$ cat config.mk
export PLATFORM = sky130hd
export DESIGN_NAME = cns_nvm_ctrl
export DESIGN_NICKNAME = d
export VERILOG_FILES = /design/src/include/cns_pkg.sv /design/src/core/cns_nvm_ctrl.sv /design/src/core/cns_twi_target.sv
export SDC_FILE = /design/constraint.sdc
export NUM_CORES = 1
export LEC_CHECK = 0
export BUFFER_PORTS_ARGS = -buffer_cell sky130_fd_sc_hd__buf_2
export CORE_MARGIN = 5
export CORE_UTILIZATION = 40
export CTS_CLUSTER_DIAMETER = 80
export DETAILED_ROUTE_END_ITERATION = 8
export MAX_ROUTING_LAYER = met4
export SLEW_MARGIN = 20
export SYNTH_ARGS = -nofsm -noshare
export SYNTH_HDL_FRONTEND = slang
export SYNTH_SLANG_ARGS = --single-unit
$ cat constraint.sdc
create_clock -name clk -period 21.4 [get_ports clk]
set_input_delay 3.21 -clock clk [delete_from_list [all_inputs] [get_ports clk]]
set_output_delay 3.21 -clock clk [all_outputs]
set_load 0.01 [all_outputs]
$ cat src/include/cns_pkg.sv
// constants for the configuration store / restore block
package cns_pkg;
    localparam int          BANK_WORDS     = 30;
    localparam logic [7:0]  ADDR_BANK_LAST = 8'h1D;
    localparam logic [7:0]  ADDR_STATUS    = 8'h01;
    localparam logic [7:0]  ADDR_COMMAND   = 8'h34;
    localparam logic [4:0]  RESTORE_FIRST  = 5'h00;
    localparam logic [4:0]  STORE_FIRST    = 5'h01;
    localparam logic [4:0]  IMAGE_LAST     = 5'h1D;
    localparam int          STAT_IDLE_BIT  = 7;
    localparam int          STAT_OK_BIT    = 6;
    localparam logic [7:0]  BANK_RESET     = 8'h00;
    localparam logic [2:0]  COMMAND_RESET  = 3'h0;
    localparam logic [1:0]  OP_RESTORE     = 2'h0;
    localparam logic [1:0]  OP_STORE       = 2'h1;
    localparam logic [1:0]  OP_TRIAL       = 2'h2;
    localparam logic [6:0]  TWI_TARGET     = 7'h47;

    typedef enum logic [1:0] {
        ST_IDLE,
        ST_XFER,
        ST_DONE
    } cns_op_state_t;

    typedef enum logic [3:0] {
        TW_IDLE,
        TW_DEV,
        TW_DEV_ACK,
        TW_WA,
        TW_WA_ACK,
        TW_WR,
        TW_WR_ACK,
        TW_RD,
        TW_RD_ACK
    } cns_twi_state_t;
endpackage : cns_pkg

$ cat src/core/cns_nvm_ctrl.sv
// configuration register bank with non-volatile store and restore
// Notes on behaviour
// - power-up copies whole image into bank
// - settings come from volatile bank, not store
// - store copies bank words 0x01..0x1D
// - restore overwrites bank like power-up
// - restore trigger bit starts restore
// - idle flag low during restore, high after
// - both host ports trigger identically
// - store trigger bit starts store
// - store end sets idle flag, and success flag unless a failure was seen
// - trial store never writes the store
// - trial checks supply, reports like store
// - trial has own trigger, same status sequence
// - bank readable and writable over two-wire bus
// - target address 0x47, word address auto-increments
`timescale 1ns/1ps
`default_nettype none
module cns_nvm_ctrl #(
    parameter int          WORDS    = cns_pkg::BANK_WORDS,
    parameter logic [6:0]  DEV_ADDR = cns_pkg::TWI_TARGET
) (
    // clock and reset
    input  wire logic               clk,
    input  wire logic               rst_b,
    // two-wire control bus
    input  wire logic               scl_in,
    input  wire logic               sda_in,
    output logic                    sda_out,
    output logic                    sda_oe,
    // production trimming register port
    input  wire logic               trim_wr,
    input  wire logic [7:0]         trim_addr,
    input  wire logic [7:0]         trim_wdata,
    output logic [7:0]              trim_rdata,
    // non-volatile array port
    output logic                    nvm_req,
    output logic                    nvm_we,
    output logic [4:0]              nvm_addr,
    output logic [7:0]              nvm_wdata,
    input  wire logic [7:0]         nvm_rdata,
    input  wire logic               nvm_ack,
    input  wire logic               nvm_fail,
    // supply monitor pin
    input  wire logic               supply_ok,
    // settings to the rest of the device
    output logic [WORDS*8-1:0]      cfg_bank,
    output logic                    cfg_valid
);
    logic [1:0]              rst_sync;
    logic                    rst_n;
    logic [7:0]              bank [WORDS];
    logic [2:0]              command;
    logic                    nvm_idle_flag;
    logic                    nvm_write_success;
    logic                    fail_seen;
    logic [1:0]              op_kind;
    logic [4:0]              idx;
    logic [2:0]              sup_s;
    logic                    sup_f;
    cns_pkg::cns_op_state_t  state;
    logic [7:0]              twi_addr;
    logic [7:0]              twi_wdata;
    logic                    twi_wr;
    logic [7:0]              twi_rdata;

    // reset release through two flops
    always_ff @(posedge clk or negedge rst_b)
    begin
        if (!rst_b)
            rst_sync <= 2'b00;
        else
            rst_sync <= {rst_sync[0], 1'b1};
    end
    assign rst_n = rst_sync[1];

    // supply monitor sampled on three flops
    always_ff @(posedge clk or negedge rst_n)
    begin
        if (!rst_n)
        begin
            sup_s <= 3'h0;
            sup_f <= 1'b0;
        end
        else
        begin
            sup_s <= {sup_s[1:0], supply_ok};
            sup_f <= (sup_s[1] == sup_s[2]) ? sup_s[2] : sup_f;
        end
    end

    cns_twi_target #(
        .DEV_ADDR (DEV_ADDR)
    ) u_twi (
        .clk       (clk),
        .rst_n     (rst_n),
        .scl_in    (scl_in),
        .sda_in    (sda_in),
        .sda_out   (sda_out),
        .sda_oe    (sda_oe),
        .reg_addr  (twi_addr),
        .reg_wdata (twi_wdata),
        .reg_wr    (twi_wr),
        .reg_rdata (twi_rdata)
    );

    // host write merge; two-wire bus wins a same-cycle collision
    wire        host_wr    = twi_wr | trim_wr;
    wire [7:0]  host_addr  = twi_wr ? twi_addr : trim_addr;
    wire [7:0]  host_wdata = twi_wr ? twi_wdata : trim_wdata;
    wire        idle_now   = nvm_idle_flag & (state == cns_pkg::ST_IDLE);
    wire        bank_wr    = host_wr & idle_now & (host_addr <= cns_pkg::ADDR_BANK_LAST);
    wire        cmd_wr     = host_wr & idle_now & (host_addr == cns_pkg::ADDR_COMMAND);
    wire        load_word  = (state == cns_pkg::ST_XFER) & (op_kind == cns_pkg::OP_RESTORE)
                             & nvm_ack;
    wire        trial_step = (state == cns_pkg::ST_XFER) & (op_kind == cns_pkg::OP_TRIAL);
    wire        word_done  = trial_step | ((state == cns_pkg::ST_XFER) & nvm_ack);
    wire        last_word  = (idx == cns_pkg::IMAGE_LAST);

    // read view: status bits overlay the top of word 0x01
    function automatic logic [7:0] read_reg(input logic [7:0] a);
        logic [7:0] v;
        v = 8'h00;
        if (a <= cns_pkg::ADDR_BANK_LAST)
            v = bank[a[4:0]];
        if (a == cns_pkg::ADDR_STATUS)
        begin
            v[cns_pkg::STAT_IDLE_BIT] = nvm_idle_flag;
            v[cns_pkg::STAT_OK_BIT]   = nvm_write_success;
        end
        if (a == cns_pkg::ADDR_COMMAND)
            v = {5'h00, command};
        return v;
    endfunction : read_reg

    // process form so bank and status changes reach the bus without an address change
    always_comb
        twi_rdata = read_reg(twi_addr);

    always_ff @(posedge clk or negedge rst_n)
    begin
        if (!rst_n)
            trim_rdata <= 8'h00;
        else
            trim_rdata <= read_reg(trim_addr);
    end

    // bank words: host write or restore load
    genvar g;
    generate
        for (g = 0; g < WORDS; g++)
        begin : g_bank
            always_ff @(posedge clk or negedge rst_n)
            begin
                if (!rst_n)
                    bank[g] <= cns_pkg::BANK_RESET;
                else if (load_word && idx == 5'(g))
                    bank[g] <= nvm_rdata;
                else if (bank_wr && host_addr[4:0] == 5'(g))
                    bank[g] <= host_wdata;
            end
            assign cfg_bank[g*8 +: 8] = bank[g];
        end
    endgenerate

    assign nvm_req   = (state == cns_pkg::ST_XFER) & (op_kind != cns_pkg::OP_TRIAL);
    assign nvm_we    = (op_kind == cns_pkg::OP_STORE);
    assign nvm_addr  = idx;
    assign nvm_wdata = bank[idx];

    // sequencer; reset state runs the power-up restore
    always_ff @(posedge clk or negedge rst_n)
    begin
        if (!rst_n)
        begin
            state             <= cns_pkg::ST_XFER;
            op_kind           <= cns_pkg::OP_RESTORE;
            idx               <= cns_pkg::RESTORE_FIRST;
            nvm_idle_flag     <= 1'b0;
            nvm_write_success <= 1'b0;
            fail_seen         <= 1'b0;
            command           <= cns_pkg::COMMAND_RESET;
            cfg_valid         <= 1'b0;
        end
        else
        begin
            if (cmd_wr)
                command <= command | host_wdata[2:0];
            case (state)
                cns_pkg::ST_IDLE:
                    if (command != 3'h0)
                    begin
                        nvm_idle_flag <= 1'b0;
                        fail_seen     <= 1'b0;
                        state         <= cns_pkg::ST_XFER;
                        if (command[cns_pkg::OP_RESTORE])
                        begin
                            op_kind <= cns_pkg::OP_RESTORE;
                            idx     <= cns_pkg::RESTORE_FIRST;
                        end
                        else
                        begin
                            op_kind <= command[cns_pkg::OP_STORE] ? cns_pkg::OP_STORE
                                                                  : cns_pkg::OP_TRIAL;
                            idx     <= cns_pkg::STORE_FIRST;
                        end
                    end
                cns_pkg::ST_XFER:
                    if (word_done)
                    begin
                        if (!sup_f || (nvm_ack && nvm_fail))
                            fail_seen <= 1'b1;
                        if (last_word)
                            state <= cns_pkg::ST_DONE;
                        else
                            idx <= idx + 5'h01;
                    end
                cns_pkg::ST_DONE:
                begin
                    command[op_kind] <= 1'b0;
                    nvm_idle_flag    <= 1'b1;
                    cfg_valid        <= 1'b1;
                    if (op_kind != cns_pkg::OP_RESTORE)
                        nvm_write_success <= ~fail_seen;
                    state <= cns_pkg::ST_IDLE;
                end
                default:
                    state <= cns_pkg::ST_IDLE;
            endcase
        end
    end
endmodule : cns_nvm_ctrl
`default_nettype wire

$ cat src/core/cns_twi_target.sv
// two-wire bus target with auto-incrementing word address
`timescale 1ns/1ps
`default_nettype none
module cns_twi_target #(
    parameter logic [6:0] DEV_ADDR = cns_pkg::TWI_TARGET
) (
    // clock and reset
    input  wire logic       clk,
    input  wire logic       rst_n,
    // bus pins
    input  wire logic       scl_in,
    input  wire logic       sda_in,
    output logic            sda_out,
    output logic            sda_oe,
    // register side
    output logic [7:0]      reg_addr,
    output logic [7:0]      reg_wdata,
    output logic            reg_wr,
    input  wire logic [7:0] reg_rdata
);
    logic [2:0]               scl_s;
    logic [2:0]               sda_s;
    logic                     scl_f;
    logic                     sda_f;
    logic                     scl_p;
    logic                     sda_p;
    logic [3:0]               bit_cnt;
    logic [7:0]               shreg;
    logic                     drive_low;
    logic                     rd_dir;
    logic                     master_ack;
    cns_pkg::cns_twi_state_t  state;

    wire rise      = scl_f & ~scl_p;
    wire fall      = ~scl_f & scl_p;
    wire start_det = scl_f & scl_p & sda_p & ~sda_f;
    wire stop_det  = scl_f & scl_p & ~sda_p & sda_f;
    wire byte_end  = fall & (bit_cnt == 4'h8);
    wire dev_hit   = (shreg[7:1] == DEV_ADDR);

    assign sda_out = 1'b0;
    assign sda_oe  = drive_low;

    // three-stage pin sampling, level taken once stages two and three agree
    always_ff @(posedge clk or negedge rst_n)
    begin
        if (!rst_n)
        begin
            scl_s <= 3'h7;
            sda_s <= 3'h7;
            scl_f <= 1'b1;
            sda_f <= 1'b1;
            scl_p <= 1'b1;
            sda_p <= 1'b1;
        end
        else
        begin
            scl_s <= {scl_s[1:0], scl_in};
            sda_s <= {sda_s[1:0], sda_in};
            scl_f <= (scl_s[1] == scl_s[2]) ? scl_s[2] : scl_f;
            sda_f <= (sda_s[1] == sda_s[2]) ? sda_s[2] : sda_f;
            scl_p <= scl_f;
            sda_p <= sda_f;
        end
    end

    always_ff @(posedge clk or negedge rst_n)
    begin
        if (!rst_n)
        begin
            state      <= cns_pkg::TW_IDLE;
            bit_cnt    <= 4'h0;
            shreg      <= 8'h00;
            drive_low  <= 1'b0;
            rd_dir     <= 1'b0;
            master_ack <= 1'b0;
            reg_addr   <= 8'h00;
            reg_wdata  <= 8'h00;
            reg_wr     <= 1'b0;
        end
        else
        begin
            reg_wr <= 1'b0;
            if (start_det)
            begin
                state     <= cns_pkg::TW_DEV;
                bit_cnt   <= 4'h0;
                drive_low <= 1'b0;
            end
            else if (stop_det)
            begin
                state     <= cns_pkg::TW_IDLE;
                drive_low <= 1'b0;
            end
            else
            begin
                if (rise && (state == cns_pkg::TW_DEV || state == cns_pkg::TW_WA
                             || state == cns_pkg::TW_WR))
                begin
                    shreg   <= {shreg[6:0], sda_f};
                    bit_cnt <= bit_cnt + 4'h1;
                end
                if (rise && state == cns_pkg::TW_RD)
                    bit_cnt <= bit_cnt + 4'h1;
                if (rise && state == cns_pkg::TW_RD_ACK)
                    master_ack <= ~sda_f;
                case (state)
                    cns_pkg::TW_DEV:
                        if (byte_end)
                        begin
                            state     <= dev_hit ? cns_pkg::TW_DEV_ACK : cns_pkg::TW_IDLE;
                            drive_low <= dev_hit;
                            rd_dir    <= shreg[0];
                        end
                    cns_pkg::TW_DEV_ACK, cns_pkg::TW_RD_ACK:
                        if (fall)
                        begin
                            bit_cnt <= 4'h0;
                            if (rd_dir && (state == cns_pkg::TW_DEV_ACK || master_ack))
                            begin
                                shreg     <= reg_rdata;
                                drive_low <= ~reg_rdata[7];
                                reg_addr  <= reg_addr + 8'h01;
                                state     <= cns_pkg::TW_RD;
                            end
                            else
                            begin
                                drive_low <= 1'b0;
                                state     <= rd_dir ? cns_pkg::TW_IDLE : cns_pkg::TW_WA;
                            end
                        end
                    cns_pkg::TW_WA:
                        if (byte_end)
                        begin
                            reg_addr  <= shreg;
                            drive_low <= 1'b1;
                            state     <= cns_pkg::TW_WA_ACK;
                        end
                    cns_pkg::TW_WR:
                        if (byte_end)
                        begin
                            reg_wdata <= shreg;
                            reg_wr    <= 1'b1;
                            drive_low <= 1'b1;
                            state     <= cns_pkg::TW_WR_ACK;
                        end
                    cns_pkg::TW_WA_ACK, cns_pkg::TW_WR_ACK:
                        if (fall)
                        begin
                            if (state == cns_pkg::TW_WR_ACK)
                                reg_addr <= reg_addr + 8'h01;
                            drive_low <= 1'b0;
                            bit_cnt   <= 4'h0;
                            state     <= cns_pkg::TW_WR;
                        end
                    cns_pkg::TW_RD:
                        if (fall)
                        begin
                            if (bit_cnt == 4'h8)
                            begin
                                drive_low <= 1'b0;
                                state     <= cns_pkg::TW_RD_ACK;
                            end
                            else
                            begin
                                shreg     <= {shreg[6:0], 1'b0};
                                drive_low <= ~shreg[6];
                            end
                        end
                    default: ;
                endcase
            end
        end
    end
endmodule : cns_twi_target
`default_nettype wire

==> results.cfg <==
[synthesis]
async_flop_share = 1.00
yosysWarnings = 0
synth_most_common_cell = nand2_1
synth-seq-cells = 316
synth_common_cells = 331 x nand2_1, 305 x dfrtp_1, 233 x mux2i_1, 168 x o21ai_1, 167 x mux4_2
syn_area_um2 = 21700
avgSynthCellArea_um2 = 10.1
synth.top_cells.by_area = dfrtp_1 35%, mux4_2 17%, mux2i_1 11%
synth_largest_area_cell = dfrtp_1
synth_enable_flop_cells = 0
synth-seq-area-share = 0.365
synthCells = 2159
synth_top_area_frac = 0.352
yosys_most_used_dff = dfrtp_1
syn-num-nets = 2201
yosysUniqueCellTypes = 88

[route]
detail_route.wl_per_cell_um = 33.9
postRouteAntennaNets = 0
drt_pass1_iterations = 6
num_vias = 20444
drt_iter0_drc = 3031
vias_per_cell = 6.64
drcViolationCount = 0
wl_mm = 104

[global_route]
grt_max_degree = 78
antenna_found_initial = 3
grtUsageTotal = 0.354
grt_overflow = 0
grt_pass1_wl_mm = 148
grt_pass1_vias = 19866

[worst_setup_path]
cpLargestDelayFamily = multiplexers
path_buf_inv = 2
cp.arrival_ps = 3660
critPathKind = reg -> out
cp_data_required_time_ps = 18190
cp-start-kind = flip-flop
crit_slowest_cell = dfrtp_4
slowest_delay_ps = 860
critical_path.max_fanout = 39
crit_start = nvm_addr[0]
r2r-start = nvm_addr[0]
crit_path_end_kind = output port
path_cells = buf_4 > mux4_2 > mux2i_1 > nor2_1 > a21oi_1 > o21ai_0 > mux2_2 > buf_2

[timing]
rsz0062_at_grt = no
finalSetupTns_ps = 0
fmax_ghz = 0.146
slew-limit-headroom = 0.174
setup_viol = 0
fin_crit_sh = 0.321
drv_slew = 0
tightest_slew_ps = 1230
finalCriticalPeriod_ps = 6870
fin_skew_ps = 26.5
finalHoldViolCount = 0
setup_ws_ps = 14530

[power]
leakage_nw = 10.8
vdd_ir_drop_max_v = 0.0000522
powerDensity_nw_per_um2 = 85.8

[clock_tree]
cts_tree = built
htreeDepth = 2
cts_setup_buffers = 0
postCtsHoldBufs = 0
clk_latency_ps = 590
clock_sinks = 316
clkSlewWorstSetupHoldPaths_ps = 60
cts_root_buf = clkbuf_16
clock_path_buffers = 3
cts.repair.resized = 0
cts-buffers-inserted = 42

[layout]
drive_gt1_frac = 0.286
area_growth_pct = 14.8
post-route-util = 0.463
nets = 2389

[die]
rows = 85
initial_core_util = 0.403
dieHeight_um = 243
die_w_um = 243
io_pins = 298
coreArea_um2 = 53800
die_area_um2 = 59000

[placed_design]
hpwl_mm = 74.1
gp_congestion = 1.01
place_ws_ps = 15110
io_buffers = 296

[min_path]
hold_path.class = reg -> async

[job]
cap_violations = 0

[status]
outcome = completed
==> cells in the final DEF (no fill, tap or decap), types with 22 or more instances in the layout <==
cell         n
clkbuf_16   43
and3_1      26
nand2b_1    23
a21oi_1     81
o21ai_1    168
nand2_1    331
nor3_1      29
buf_4       39
o21ai_0    143
mux2i_1    233
mux2_2      48
nor2_1     104
mux4_2     167
buf_2      295
dfrtp_1    301
o22ai_1     22
nand3_1     38
==> worst reg2reg max path: cells and delay by family (launching register included) <==
kind	cells	cell delay [ps]
buffers and inverters	2	870
AO/OA/AOI/OAI	2	440
AND/OR/NAND/NOR	2	1500
adder cells (fa/ha/maj)	1	650
flip-flops	1	860
==> final timing paths <==
path | to | slack [ps] | cells past startpoint
max | nvm_wdata[4] | 14530 | 8
min in group clk | rst_sync[1] | 350 | 0
max in group asynchronous | cfg_bank[211] | 18820 | 2
min | cfg_bank[87] | 310 | 0
min reg2reg | cfg_bank[87] | 310 | 0
max reg2reg | cfg_bank[184] | 16990 | 7
==> flip-flops by register name (all words and copies together) (netlist names), 3 cells and up <==
signal and cells:
command 3, nvm_addr 5, u_twi.sda_s 3, sup_s 3, cfg_bank 240, u_twi.scl_s 3
trim_rdata 8, u_twi.reg_addr 8, u_twi.bit_cnt 4, u_twi.shreg 8, u_twi.state 4, u_twi.reg_wdata 8
==> power breakdown <==
group          internal, mW  switching (mW)  total, mW
registers             0.663           0.163      0.826
logic                 0.247           0.347      0.595
clock network         0.422           0.295      0.716
total                  1.33           0.805       2.14
==> area by class of cell <==
| type | count | area [µm²] |
|---|---|---|
| fill | 5092 | 28900 |
| multi-input combinational | 1631 | 12900 |
| sequential | 316 | 7930 |
| timing repair buffer | 335 | 1780 |
| clock buffer | 61 | 1250 |
| tap | 696 | 871 |
| clock inverter | 15 | 133 |
| inverter | 21 | 78.8 |
| antenna | 3 | 7.51 |
==> metrics by stage <==
stage	cells	hold WS, ps	cell area, µm²	power [mW]
final	3078	311	24900	2.14
after global routing	3076	356	24900	2.20
after CTS	3075	330	24900	2.12
after detailed placement	2999	315	23500	1.41
after global placement	2999	314	23500	1.40
after floorplan	2159	331	21700	1.12
==> logic make-up after synthesis <==
| logic type | Yosys count | share of synthesized area |
|---|---|---|
| flops | 316 | 0.365 |
| xor+xnor | 5 | 0.00202 |
| mux | 449 | 0.306 |
| compound gates | 518 | 0.137 |
| fa+ha+maj | 13 | 0.00715 |
| simple gates | 644 | 0.140 |
| other cells | 2 | 0.000346 |
| buf+inv | 212 | 0.0428 |
==> routing by layer <==
metal / up-vias / track usage / part of all wire
li1: 8364 / - / -
met1: 10221 / 0.460 / 0.38
met2: 1516 / 0.505 / 0.43
met3: 343 / 0.109 / 0.13
met4: 0 / 0.171 / 0.060
met5: - / - / 0
Power figures use the tool's default switching activity.
